**src/shared/usef_cfg.svh**
```systemverilog
// Purpose: register map, field positions, reset values and timing counts
// Assumes: 32-bit classic Wishbone, word aligned registers
// Notes: definitions only
`ifndef USEF_CFG_SVH
`define USEF_CFG_SVH
// ------------------------------------------------------------
// register offsets (byte addresses)
// ------------------------------------------------------------
`define USEF_OFS_CTRL 8'h00
`define USEF_OFS_IFLS 8'h04
`define USEF_OFS_STAT 8'h08
// ------------------------------------------------------------
// field positions
// ------------------------------------------------------------
`define USEF_CTRL_EN_BIT 0
`define USEF_CTRL_SIREN_BIT 1
`define USEF_CTRL_SIRLP_BIT 2
`define USEF_IFLS_TX_LSB 0
`define USEF_IFLS_RX_LSB 3
`define USEF_STAT_TXRUN_BIT 0
`define USEF_STAT_RXRUN_BIT 1
`define USEF_STAT_RXCNT_LSB 8
`define USEF_STAT_TXCNT_LSB 16
// ------------------------------------------------------------
// reset values
// ------------------------------------------------------------
`define USEF_CTRL_RST 3'h0
`define USEF_IFLS_RST 6'h00
// ------------------------------------------------------------
// timing counts
// ------------------------------------------------------------
`define USEF_PULSE_TICKS 2'h3
`define USEF_BIT_TICKS 5'h10
`define USEF_DEPTH 16
`endif

```
**src/shared/usef_pkg.sv**
```systemverilog
// Purpose: types shared by the enable, infrared and trigger logic
// Assumes: nothing beyond the config header
// Notes: none
package usef_pkg;
   typedef struct packed {
      logic sir_lp;
      logic sir_en;
      logic uart_en;
   } usef_ctrl_type;

   typedef struct packed {
      logic [2:0] rx_trigger_level_sel;
      logic [2:0] tx_trigger_level_sel;
   } usef_ifls_type;

   typedef struct packed {
      logic [3:0] status;
      logic [7:0] char;
   } usef_rx_word_type;

   typedef enum logic [1:0] {
      USEF_ENC_IDLE = 2'b00,
      USEF_ENC_FULL = 2'b01,
      USEF_ENC_LP = 2'b10
   } usef_enc_state_type;
endpackage

```
**src/design/usef_core.sv**
```systemverilog
// Purpose: port enable, infrared encode/decode and FIFO trigger events
// Assumes: all inputs synchronous to clk_i; baud16 tick is one cycle wide
// Notes: FIFO contents live outside; only the fill counts are kept here
//
// Contract
// - with low-power select 0 a zero bit goes out as a high pulse of 3/16 bit period.
// - with low-power select 1 a zero bit goes out as a pulse of 3 low-power reference periods.
// - with infrared on, the infrared pins are used and the serial transmit line stays at one.
// - with infrared on, the serial receive line and modem inputs are ignored.
// - with infrared off, the infrared output stays low and the infrared input is ignored.
// - the global enable starts the port on the serial or infrared path.
// - clearing the global enable lets the current character finish first.
// - the receive trigger code 000 to 100 selects at least 1/8, 1/4, 1/2, 3/4 or 7/8 full.
// - each counted receive entry is one 12-bit word of character and status.
// - the transmit trigger code 000 to 100 selects at most 1/8, 1/4, 1/2, 3/4 or 7/8 full.
// - each counted transmit entry is one 8-bit word.
// - the FIFO events fire on crossing the threshold, not while beyond it.
`timescale 1ns/100ps
`default_nettype none
`include "usef_cfg.svh"

module usef_core
   import usef_pkg::*;
#(
   parameter int DEPTH = `USEF_DEPTH,
   parameter int CNT_W = $clog2(DEPTH) + 1
) (
   // clock and reset
   input wire logic clk_i,
   input wire logic rst_i,
   // wishbone slave
   input wire logic wb_cyc_i,
   input wire logic wb_stb_i,
   input wire logic wb_we_i,
   input wire logic [7:0] wb_adr_i,
   input wire logic [3:0] wb_sel_i,
   input wire logic [31:0] wb_dat_i,
   output logic [31:0] wb_dat_o,
   output logic wb_ack_o,
   output logic wb_err_o,
   // transmitter side and run control for both directions
   input wire logic baud16_tick_i,
   input wire logic tx_bit_start_i,
   input wire logic tx_serial_i,
   input wire logic tx_char_active_i,
   input wire logic rx_char_active_i,
   output logic tx_run_o,
   output logic rx_run_o,
   // fifo fill tracking
   input wire logic rx_push_i,
   input wire usef_rx_word_type rx_word_i,
   input wire logic rx_pop_i,
   input wire logic tx_push_i,
   input wire logic [7:0] tx_word_i,
   input wire logic tx_pop_i,
   output logic rx_fifo_irq_o,
   output logic tx_fifo_irq_o,
   // pins
   input wire logic ir_lowpower_ref_clock_i,
   input wire logic ir_rx_in_i,
   input wire logic rxd_i,
   input wire logic [3:0] modem_status_i,
   output logic ir_tx_pulse_out_o,
   output logic txd_o,
   output logic rx_serial_o,
   output logic [3:0] modem_status_o
);

   // ------------------------------------------------------------
   // registers
   // ------------------------------------------------------------
   usef_ctrl_type ctrl_reg;
   usef_ifls_type ifls_reg;
   logic [CNT_W-1:0] rx_cnt_reg;
   logic [CNT_W-1:0] tx_cnt_reg;
   logic [CNT_W-1:0] rx_cnt_next;
   logic [CNT_W-1:0] tx_cnt_next;
   logic [CNT_W-1:0] rx_thr;
   logic [CNT_W-1:0] tx_thr;
   logic [31:0] rd_data;
   logic req;
   logic hit;

   function automatic logic [CNT_W-1:0] level_of(input logic [2:0] code);
      int eighths;
      case (code)
         3'h1: eighths = 2;
         3'h2: eighths = 4;
         3'h3: eighths = 6;
         3'h4: eighths = 7;
         default: eighths = 1;
      endcase
      return CNT_W'((DEPTH * eighths) / 8);
   endfunction

   // ------------------------------------------------------------
   // wishbone slave
   // ------------------------------------------------------------
   assign req = wb_cyc_i && wb_stb_i && !wb_ack_o && !wb_err_o;
   assign hit = (wb_adr_i == `USEF_OFS_CTRL) || (wb_adr_i == `USEF_OFS_IFLS) ||
                (wb_adr_i == `USEF_OFS_STAT);

   always_comb begin
      rd_data = 32'h0000_0000;
      case (wb_adr_i)
         `USEF_OFS_CTRL: rd_data[2:0] = ctrl_reg;
         `USEF_OFS_IFLS: rd_data[5:0] = ifls_reg;
         `USEF_OFS_STAT: begin
            rd_data[`USEF_STAT_TXRUN_BIT] = tx_run_o;
            rd_data[`USEF_STAT_RXRUN_BIT] = rx_run_o;
            rd_data[`USEF_STAT_RXCNT_LSB +: CNT_W] = rx_cnt_reg;
            rd_data[`USEF_STAT_TXCNT_LSB +: CNT_W] = tx_cnt_reg;
         end
         default: rd_data = 32'h0000_0000;
      endcase
   end

   always_ff @(posedge clk_i) begin
      if (rst_i) begin
         wb_ack_o <= 1'b0;
         wb_err_o <= 1'b0;
         wb_dat_o <= 32'h0000_0000;
      end else begin
         wb_ack_o <= req && hit;
         wb_err_o <= req && !hit;
         wb_dat_o <= (req && hit && !wb_we_i) ? rd_data : 32'h0000_0000;
      end
   end

   always_ff @(posedge clk_i) begin
      if (rst_i) begin
         ctrl_reg <= `USEF_CTRL_RST;
         ifls_reg <= `USEF_IFLS_RST;
      end else if (req && wb_we_i && wb_sel_i[0]) begin
         if (wb_adr_i == `USEF_OFS_CTRL) begin
            ctrl_reg <= wb_dat_i[2:0];
         end
         if (wb_adr_i == `USEF_OFS_IFLS) begin
            ifls_reg <= wb_dat_i[5:0];
         end
      end
   end

   // ------------------------------------------------------------
   // port enable with character completion
   // ------------------------------------------------------------
   always_ff @(posedge clk_i) begin
      if (rst_i) begin
         tx_run_o <= 1'b0;
         rx_run_o <= 1'b0;
      end else begin
         tx_run_o <= ctrl_reg.uart_en || (tx_run_o && tx_char_active_i);
         rx_run_o <= ctrl_reg.uart_en || (rx_run_o && rx_char_active_i);
      end
   end

   // ------------------------------------------------------------
   // fifo fill counts and crossing events
   // ------------------------------------------------------------
   always_comb begin
      rx_cnt_next = rx_cnt_reg;
      tx_cnt_next = tx_cnt_reg;
      // one 12-bit word per push
      if (rx_push_i && !rx_pop_i && rx_cnt_reg < CNT_W'(DEPTH)) begin
         rx_cnt_next = rx_cnt_reg + 1'b1;
      end else if (rx_pop_i && !rx_push_i && rx_cnt_reg != '0) begin
         rx_cnt_next = rx_cnt_reg - 1'b1;
      end
      // one 8-bit word per push
      if (tx_push_i && !tx_pop_i && tx_cnt_reg < CNT_W'(DEPTH)) begin
         tx_cnt_next = tx_cnt_reg + 1'b1;
      end else if (tx_pop_i && !tx_push_i && tx_cnt_reg != '0) begin
         tx_cnt_next = tx_cnt_reg - 1'b1;
      end
   end

   assign rx_thr = level_of(ifls_reg.rx_trigger_level_sel);
   assign tx_thr = level_of(ifls_reg.tx_trigger_level_sel);

   always_ff @(posedge clk_i) begin
      if (rst_i) begin
         rx_cnt_reg <= '0;
         tx_cnt_reg <= '0;
         rx_fifo_irq_o <= 1'b0;
         tx_fifo_irq_o <= 1'b0;
      end else begin
         rx_cnt_reg <= rx_cnt_next;
         tx_cnt_reg <= tx_cnt_next;
         rx_fifo_irq_o <= (rx_cnt_reg < rx_thr) && (rx_cnt_next >= rx_thr);
         tx_fifo_irq_o <= (tx_cnt_reg > tx_thr) && (tx_cnt_next <= tx_thr);
      end
   end

   // ------------------------------------------------------------
   // infrared encoder
   // ------------------------------------------------------------
   usef_enc_state_type enc_reg;
   usef_enc_state_type enc_next;
   logic [1:0] pcnt_reg;
   logic lp_ref_reg;
   logic lp_edge;
   logic ir_on;

   assign ir_on = ctrl_reg.sir_en && tx_run_o;
   assign lp_edge = ir_lowpower_ref_clock_i && !lp_ref_reg;

   always_comb begin
      enc_next = enc_reg;
      case (enc_reg)
         USEF_ENC_IDLE: begin
            if (ir_on && tx_bit_start_i && !tx_serial_i) begin
               enc_next = ctrl_reg.sir_lp ? USEF_ENC_LP : USEF_ENC_FULL;
            end
         end
         USEF_ENC_FULL: begin
            if (baud16_tick_i && pcnt_reg == `USEF_PULSE_TICKS - 2'h1) begin
               enc_next = USEF_ENC_IDLE;
            end
         end
         USEF_ENC_LP: begin
            if (lp_edge && pcnt_reg == `USEF_PULSE_TICKS - 2'h1) begin
               enc_next = USEF_ENC_IDLE;
            end
         end
         default: enc_next = USEF_ENC_IDLE;
      endcase
      if (!ctrl_reg.sir_en) begin
         enc_next = USEF_ENC_IDLE;
      end
   end

   always_ff @(posedge clk_i) begin
      if (rst_i) begin
         enc_reg <= USEF_ENC_IDLE;
         pcnt_reg <= 2'h0;
         lp_ref_reg <= 1'b0;
         ir_tx_pulse_out_o <= 1'b0;
      end else begin
         enc_reg <= enc_next;
         lp_ref_reg <= ir_lowpower_ref_clock_i;
         if (enc_next == USEF_ENC_IDLE || enc_reg == USEF_ENC_IDLE) begin
            pcnt_reg <= 2'h0;
         end else if ((enc_reg == USEF_ENC_FULL && baud16_tick_i) ||
                      (enc_reg == USEF_ENC_LP && lp_edge)) begin
            pcnt_reg <= pcnt_reg + 2'h1;
         end
         ir_tx_pulse_out_o <= enc_next != USEF_ENC_IDLE;
      end
   end

   // ------------------------------------------------------------
   // serial line muxing and infrared decoder
   // ------------------------------------------------------------
   logic [4:0] dec_cnt_reg;

   always_ff @(posedge clk_i) begin
      if (rst_i) begin
         txd_o <= 1'b1;
         dec_cnt_reg <= 5'h00;
         rx_serial_o <= 1'b1;
         modem_status_o <= 4'h0;
      end else begin
         txd_o <= ctrl_reg.sir_en ? 1'b1 : tx_serial_i;
         // stretch each received light pulse to one low bit
         if (!ctrl_reg.sir_en) begin
            dec_cnt_reg <= 5'h00;
         end else if (ir_rx_in_i) begin
            dec_cnt_reg <= `USEF_BIT_TICKS;
         end else if (baud16_tick_i && dec_cnt_reg != 5'h00) begin
            dec_cnt_reg <= dec_cnt_reg - 5'h01;
         end
         if (ctrl_reg.sir_en) begin
            rx_serial_o <= !(ir_rx_in_i || dec_cnt_reg != 5'h00);
         end else begin
            rx_serial_o <= rxd_i;
         end
         if (!ctrl_reg.sir_en) begin
            modem_status_o <= modem_status_i;
         end
      end
   end

   // ------------------------------------------------------------
   // checks
   // ------------------------------------------------------------
   property p_full_width;
      @(posedge clk_i) disable iff (rst_i)
      enc_reg == USEF_ENC_FULL && baud16_tick_i && pcnt_reg == 2'h2 |=> !ir_tx_pulse_out_o;
   endproperty
   a_full_width: assert property (p_full_width) else $error("short pulse too long");

   property p_lp_width;
      @(posedge clk_i) disable iff (rst_i)
      enc_reg == USEF_ENC_LP && ctrl_reg.sir_en && !(lp_edge && pcnt_reg == 2'h2)
         |=> ir_tx_pulse_out_o;
   endproperty
   a_lp_width: assert property (p_lp_width) else $error("low power pulse ended early");

   property p_txd_mark;
      @(posedge clk_i) disable iff (rst_i)
      ctrl_reg.sir_en |=> txd_o;
   endproperty
   a_txd_mark: assert property (p_txd_mark) else $error("transmit line left mark");

   property p_modem_freeze;
      @(posedge clk_i) disable iff (rst_i)
      ctrl_reg.sir_en && $past(ctrl_reg.sir_en) |=> $stable(modem_status_o);
   endproperty
   a_modem_freeze: assert property (p_modem_freeze) else $error("modem input not ignored");

   property p_ir_off;
      @(posedge clk_i) disable iff (rst_i)
      !ctrl_reg.sir_en |=> !ir_tx_pulse_out_o;
   endproperty
   a_ir_off: assert property (p_ir_off) else $error("light pulse while infrared off");

   property p_run_hold;
      @(posedge clk_i) disable iff (rst_i)
      tx_run_o && tx_char_active_i |=> tx_run_o;
   endproperty
   a_run_hold: assert property (p_run_hold) else $error("stopped mid character");

   property p_run_start;
      @(posedge clk_i) disable iff (rst_i)
      ctrl_reg.uart_en |=> tx_run_o && rx_run_o;
   endproperty
   a_run_start: assert property (p_run_start) else $error("port not started");

   property p_rx_cross;
      @(posedge clk_i) disable iff (rst_i)
      rx_fifo_irq_o |-> rx_cnt_reg >= $past(rx_thr) && $past(rx_cnt_reg) < $past(rx_thr);
   endproperty
   a_rx_cross: assert property (p_rx_cross) else $error("receive event without crossing");

   property p_tx_cross;
      @(posedge clk_i) disable iff (rst_i)
      tx_fifo_irq_o |-> tx_cnt_reg <= $past(tx_thr) && $past(tx_cnt_reg) > $past(tx_thr);
   endproperty
   a_tx_cross: assert property (p_tx_cross) else $error("transmit event without crossing");

   property p_ifls_reset;
      @(posedge clk_i)
      rst_i |=> ifls_reg == 6'h00;
   endproperty
   a_ifls_reset: assert property (p_ifls_reset) else $error("trigger fields not cleared");

endmodule
`default_nettype wire

```
**config.mk**
```make
export PLATFORM = sky130hd
export DESIGN_NAME = usef_core
export DESIGN_NICKNAME = d
export VERILOG_FILES = /design/src/shared/usef_pkg.sv /design/src/design/usef_core.sv
export VERILOG_INCLUDE_DIRS = /design/src /design/src/shared
export SDC_FILE = /design/constraint.sdc
export NUM_CORES = 1
export LEC_CHECK = 0
export ABC_AREA = 0
export CAP_MARGIN = 0
export CORE_ASPECT_RATIO = 1.2
export CORE_MARGIN = 2
export CORE_UTILIZATION = 63
export DETAILED_ROUTE_END_ITERATION = 12
export DONT_BUFFER_PORTS = 1
export GPL_ROUTABILITY_DRIVEN = 0
export PLACE_DENSITY = 0.79
export SYNTH_ARGS = -nofsm -noshare
export SYNTH_HDL_FRONTEND = slang
export SYNTH_SLANG_ARGS = --single-unit
```
**constraint.sdc**
```tcl
create_clock -name clk_i -period 2.6 [get_ports clk_i]
set_input_delay 0.26 -clock clk_i [delete_from_list [all_inputs] [get_ports clk_i]]
set_output_delay 0.26 -clock clk_i [all_outputs]
set_load 0.02 [all_outputs]
```
==> Yosys cells after proc, flatten, opt, wreduce, memory -nomap -nowiden <==
Cells that the tools add are included.
W data, S select, Z words.
{ "word_totals": {"register_bits": 74, "inputBits": 85, "output_inout_bits": 45} }
{ "op_classes": {"order_cmp": 6, "reduce_logical": 64, "n_eq_ne": 13, "bitwise_logic": 4, "mux": 17, "n_addsub": 6} }
{ "ops": {"columns": ["operator", "n"], "rows": [
  ["$mux W5", 6],
  ["$logic_and A1 B1 Y1", 29],
  ["$pmux W3 S4", 2],
  ["$reduce_bool A5 Y1", 3],
  ["$sub A5 B1 Y5 const B", 3],
  ["$eq A3 B2 Y1 const B", 4],
  ["$pmux W2 S3", 2],
  ["$logic_not A1 Y1", 11],
  ["$add A5 B1 Y5 const B", 2],
  ["$lt A5 B5 Y1 const B", 2],
  ["$mux W2", 5],
  ["$reduce_or A3 Y1", 3],
  ["$eq A8 B3 Y1 const B", 1],
  ["$eq A8 B4 Y1 const B", 1],
  ["$logic_not A8 Y1", 1],
  ["$reduce_or A2 Y1", 4],
  ["$logic_or A1 B1 Y1", 7],
  ["$eq A3 B1 Y1 const B", 2],
  ["$eq A3 B3 Y1 const B", 2],
  ["$ge A5 B5 Y1", 1],
  ["$gt A5 B5 Y1", 1],
  ["$le A5 B5 Y1", 1],
  ["$lt A5 B5 Y1", 1],
  ["$eq A2 B2 Y1 const B", 2],
  ["other kinds (8)", 14]
]} }

==> Longest topological paths before layout <==
Gate-level depths: netlist of run 1.
{ "logic_depth": {"ltp_word": 9, "depth_mapped": 12, "mapped_depth_nobuf": 12} }

==> Least setup slack after synthesis of run 1 <==
Ideal clock, no wire load.
{ "synth_path": {"path_type": "flip-flop to flip-flop", "start": "register tx_cnt_reg[0]", "end": "register tx_fifo_irq_o", "setup_slack_ns": 0.417, "required_ns": 2.508, "synth_period_minus_slack_ns": 2.183, "path_stages_with_launch": 12, "arrival_ns": 2.091, "path_cell_list": "dfxtp_1 -> inv_1 -> ha_1 -> nor4b_1 -> nor2_1 -> a21oi_1 -> xnor2_1 -> ha_1 -> a21o_1 -> a21oi_1 -> a41oi_1 -> nor4_1"} }
{ "synth_between": {"elab_chain_cells": 6, "elab_cells_between_ends": 11, "cone_classes": "2 x add/sub; 3 x order compare; 2 x mux; 4 x reduce/logical"} }
{ "synth_rtl": {"columns": ["item", "line", "text"], "rows": [
  ["from (decl)", "usef_core.sv:75", "logic [CNT_W-1:0] tx_cnt_reg;"],
  ["from (signal assigned)", "usef_core.sv:188", "tx_cnt_reg <= tx_cnt_next;"],
  ["parallel branches: the longest is 3 deep, another holds $sub A5 B1 Y5", null, null],
  ["$mux W5 (*)", "usef_core.sv:170", "if (tx_push_i && !tx_pop_i && tx_cnt_reg < CNT_W'(DEPTH)) begin"],
  ["named net tx_cnt_next[2]", "usef_core.sv:77", "logic [CNT_W-1:0] tx_cnt_next;"],
  ["$le A5 B5 Y1 (*)", "usef_core.sv:190", "tx_fifo_irq_o <= (tx_cnt_reg > tx_thr) && (tx_cnt_next <= tx_thr);"],
  ["$logic_and A1 B1 Y1 (*)", "usef_core.sv:190", null],
  ["to (signal assigned)", "usef_core.sv:190", null],
  ["to (decl)", "usef_core.sv:57", "output logic tx_fifo_irq_o,"]
]} }
Mark *: on every way through the listed nets, which the timed path passes.
A chain may end at the register's enable or synchronous reset.

==> Worst setup path after layout of run 1 <==
{ "layout_path": {"start": "register tx_cnt_reg[1]", "end": "register tx_fifo_irq_o"} }
Same word-level chain as after synthesis.

==> results of run 1 <==
[cell families after synthesis]
logic type               synth area share
AO/OA/AOI/OAI                      0.0771
XOR/XNOR                           0.0312
adder cells (fa/ha/maj)            0.0803
buffers and inverters              0.0687
flip-flops                          0.414
multiplexers                       0.0785
other                             0.00134
AND/OR/NAND/NOR                     0.249
[synthesized netlist by cell type (all sizes together), types with 4 or more instances]
cell type | n | area (sq um)
buf | 18 | 129
or2 | 4 | 25.0
nor2b | 13 | 81.3
nand2 | 15 | 56.3
and2 | 4 | 25.0
inv | 9 | 33.8
dfxtp | 58 | 1160
o21ai | 4 | 20.0
xnor2 | 8 | 70.1
mux2i | 22 | 220
a21oi | 15 | 75.1
nand2b | 6 | 37.5
nor2 | 39 | 146
and3 | 13 | 81.3
ha | 18 | 225
nor3 | 6 | 30.0
or3 | 4 | 25.0
clkbuf | 8 | 30.0
[final cells by class]
cell class                      instances  area share
Inverter                                9      0.0111
Tap cell                               56      0.0230
Sequential cell                        58       0.381
Clock buffer                           12      0.0509
Clock inverter                          4      0.0164
Multi-Input combinational cell        224       0.502
Timing Repair Buffer                    5      0.0148
[power by group]
part           internal (mW)  switching [mW]
sequential             0.927          0.0581
combinational          0.152           0.167
clock                  0.493           0.337
total                   1.57           0.562
[worst max-delay path by stage]
stage,startpoint,endpoint,depth (start not counted)
after detailed placement,tx_cnt_reg[1],tx_fifo_irq_o,11
after global placement,tx_cnt_reg[1],tx_fifo_irq_o,11
final,tx_cnt_reg[1],tx_fifo_irq_o,11
after floorplan,tx_cnt_reg[0],tx_fifo_irq_o,11
after global routing,rx_cnt_reg[1],rx_fifo_irq_o,11
after CTS,tx_cnt_reg[1],tx_fifo_irq_o,11
[per-layer routing]
layer | track usage | vias up | wire length [um]
met5 | 0 | - | 0
li1 | - | 1020 | -
met4 | 0.109 | 0 | 84
met2 | 0.351 | 54 | 2580
met1 | 0.262 | 941 | 2230
met3 | 0.0792 | 7 | 362
[repair_timing]
item	CTS	global route
hold buffers	3	0
setup endpoints to repair	0	2
endpoints found under the hold margin	27	0
resized for setup	0	7
[stage by stage]
step            util  cells  cell area, sq um
3_3_place_gp   0.654    349              2790
4_1_cts        0.710    368              3020
3_5_place_dp   0.654    349              2790
2_1_floorplan      -    317              2860
6_report       0.716    368              3050
5_1_grt        0.716    368              3050
==> impl_metrics.toml, run 1 <==
[run_status]
status = "finished, final reports clean"

[setup_path]
crit-reg2reg-capture = "tx_fifo_irq_o"
r2r_cells = 11
worstPathArrival_ps = 2610
slowest_delay_ps = 360
path_buf_inv = 1
start_kind = "flop"
worst_path_max_delay_cell = "dfxtp_1"
worstPathCellList = "inv_1 -> ha_1 -> nor4b_2 -> nor2_2 -> a21oi_1 -> xnor2_1 -> ha_1 -> a21o_1 -> a21oi_1 -> a41oi_1 -> nor4_2"
endpoint_kind = "flop"
rrSetupSlack_ps = 240
cp_max_fo = 6
cp_top_family = "simple AND/OR/NAND/NOR gates"
crit_type = "reg2reg"
crit_required_ps = 2840
r2r-start = "tx_cnt_reg[1]"

[clocking]
cts_buffer_depth = 2
post_cts_buffers = 0
numCtsBuffers = 9
clk_latency_ps = 330
cts.sinks = 58
path_clk_slew_ps = 70
cts_tree = "built"
cts-root-buf = "clkbuf_8"
htree_levels = 3

[sta]
slew_violations = 0
min_period_ps = 2360
finalSetupTns_ps = 0
fmaxAchievable_mhz = 423
slew_headroom = 0.350
hold_viol_final = 0
finalClockSkew_ps = 9.85
tightest_slew_ps = 971
finalCritPeriodShare = 0.909
setup_slack_ps = 236
hold_ws_ps = 28.1
setup_viol = 0

[power]
powerDensity_nw_per_um2 = 700
peakVddDrop_mv = 0.352
p_leak_nw = 1.23
p_total_mw = 2.13

[floorplan]
core_sq_um = 4260
die_h_um = 77.1
dieArea_sq_um = 5010
die_w_um = 64.9
start_util = 0.659
pin_count = 130
core.rowCount = 26

[yosys]
synth_edf_count = 0
avgSynthCellArea_sq_um = 9.29
yosysSeqAreaShare = 0.414
synth_area_sq_um = 2810
ys_types = 44
ys_seq_elements = 58
synth_cells = 302
synth_warnings = 0
synthArstFlopShare = 0
synth_flop_cell = "dfxtp_1"

[job]
cap_viol_max_count = 0

[routing]
dr.pass1.iters = 4
drt_iter0_markers = 103
antenna_left = 0
vias = 2022
routed_wl_um = 5250
drt-vias-per-instance = 5.49
wl_per_cell_um = 14.3
drc_errors = 0

[finish]
drive_gt1_frac = 0.109
fin_nets = 410
seq_area_sq_um = 1160
multi_input_area_sq_um = 1530
largest_register_ffs = 16
nFillCells = 325
diodes = 0
final_common_cell = "dfxtp_1"
area_growth_pct = 8.69
most-common-layout-cells = "dfxtp_1 (56), nor2_1 (37), mux2i_1 (22)"

[placed_design]
dp_hpwl_um = 3760
pre_cts_ws_ps = 77.6
port_buffers = 0

[min_path]
hp-start = "ir_rx_in_i"
whs_endpoint = "rx_serial_o"
min_path_type = "in2reg"
hold_depth = 1

[global_route]
grt_pass1_wl_um = 8460
grt_pass1_vias = 1904
antenna_found_initial = 0
grt-ovfl-total = 0
grt_max_degree = 27
track_usage = 0.221
Power figures use the tool's default switching activity.
==> run 2, diff against run 1 <==
CORE_MARGIN = unset   (was 2)
==> impl_metrics.toml, run 2 (same netlist as run 1, synthesis figures left out) <==
[global_route]
track_usage = 0.239
grt_pass1_vias = 1898
grt-ovfl-total = 0
grt_max_degree = 27
grt_pass1_wl_um = 8420
antenna_found_initial = 0

[clocking]
cts_tree = "built"
clk_latency_ps = 340
numCtsBuffers = 9
cts-root-buf = "clkbuf_8"
htree_levels = 3
post_cts_buffers = 0
cts.sinks = 58
cts_buffer_depth = 2
path_clk_slew_ps = 60

[sta]
finalClockSkew_ps = 7.46
finalSetupTns_ps = 0
fmaxAchievable_mhz = 401
min_period_ps = 2500
slew_headroom = 0.348
hold_viol_final = 0
tightest_slew_ps = 974
setup_viol = 0
setup_slack_ps = 105
slew_violations = 0
finalCritPeriodShare = 0.960
rsz0062_at_grt = "true"

[finish]
nFillCells = 328
fin_nets = 411
largest_register_ffs = 16
final_area_sq_um = 3060
final_common_cell = "dfxtp_1"
final_cells = 369
drive_gt1_frac = 0.0990
area_growth_pct = 9.05
diodes = 0
most-common-layout-cells = "dfxtp_1 (58), nor2_1 (38), mux2i_1 (22)"

[setup_path]
cp_max_fo = 6
cp_top_family = "simple AND/OR/NAND/NOR gates"
r2r_cells = 11
endpoint_kind = "flop"
worstPathArrival_ps = 2730
path_buf_inv = 1
crit_type = "reg2reg"
slowest_delay_ps = 350
rrSetupSlack_ps = 100
crit_required_ps = 2840
start_kind = "flop"
crit_start = "tx_cnt_reg[1]"
worst_path_max_delay_cell = "dfxtp_1"
crit-reg2reg-capture = "tx_fifo_irq_o"
worstPathCellList = "inv_1 -> ha_1 -> nor4b_1 -> nor2_1 -> a21oi_1 -> xnor2_1 -> ha_1 -> a21o_1 -> a21oi_1 -> a41oi_1 -> nor4_2"
r2r-start = "tx_cnt_reg[1]"

[routing]
dr.pass1.iters = 4
wl_met1_um = 2300
drt-vias-per-instance = 5.66
drc_errors = 0
dr.max_layer_used = "met4"
antenna_left = 0
drt_iter0_markers = 127
routed_wl_um = 5520
wl_per_cell_um = 14.9
vias = 2088
met3WireLength_um = 357
wl_met2_um = 2630

[power]
powerDensity_nw_per_um2 = 723
p_total_mw = 2.21
peakVddDrop_mv = 0.578
p_leak_nw = 1.24

[floorplan]
core_sq_um = 4260
dieArea_sq_um = 4730
pin_count = 130
start_util = 0.659
die_h_um = 75.1
core.rowCount = 26
die_w_um = 62.9

[placed_design]
post_dp_cell_area_sq_um = 2800
dp_hpwl_um = 3860
dp.cells = 350
pre_cts_ws_ps = 77.4
port_buffers = 0

[min_path]
whs_endpoint = "rx_serial_o"
hp-start = "ir_rx_in_i"
hold_depth = 1
min_path_type = "in2reg"

[run_status]
status = "finished, final reports clean"

[job]
cap_viol_max_count = 0
-- run 2: layout make-up --
| cell class | count | area (sq um) | share of cell area |
|---|---|---|---|
| sequential | 58 | 1160 | 0.379 |
| tap | 56 | 70.1 | 0.0229 |
| inverter | 9 | 33.8 | 0.0110 |
| timing repair buffer | 6 | 52.6 | 0.0172 |
| clock inverter | 5 | 77.6 | 0.0253 |
| multi-input combinational | 224 | 1520 | 0.498 |
| clock buffer | 11 | 141 | 0.0462 |
-- run 2: report_power, final --
part           switching, mW  internal (mW)  leakage (nW)
Sequential            0.0555          0.926         0.470
Combinational          0.175          0.152         0.662
Clock                  0.343          0.562         0.109
-- run 2: stage by stage --
stage / util / hold slack (ps)
2_1_floorplan: - / 359
3_3_place_gp: 0.656 / 335
3_5_place_dp: 0.656 / 336
4_1_cts: 0.712 / 3.89
5_1_grt: 0.718 / 19.8
6_report: 0.718 / 24.4
-- run 2: worst reg2reg max path, cell delays in order (launching register included) --
cell     delay [ps]
dfxtp_1         350
inv_1           100
ha_1            170
nor4b_1         310
nor2_1          140
a21oi_1         230
xnor2_1         170
ha_1            280
a21o_1          160
a21oi_1         140
a41oi_1          70
nor4_2          290
-- run 2: worst max path at each step --
stage	endpoint	slack, ps	cells after the start
floorplan	tx_fifo_irq_o	420	11
global placement	tx_fifo_irq_o	140	11
detailed placement	tx_fifo_irq_o	80	11
CTS	tx_fifo_irq_o	50	11
global route	tx_fifo_irq_o	-80	11
finish	tx_fifo_irq_o	100	11
-- run 2: metal layers --
metal | up-vias | GRT usage
met5 | - | 0
met4 | 0 | 0.189
met3 | 19 | 0.0758
met2 | 73 | 0.385
met1 | 974 | 0.267
li1 | 1022 | -
-- run 2: what timing repair did --
item	4_1_cts	5_1_grt
gates resized for setup	0	3
endpoints found under the hold margin	27	1
hold buffers	2	1
setup endpoints to repair	0	2
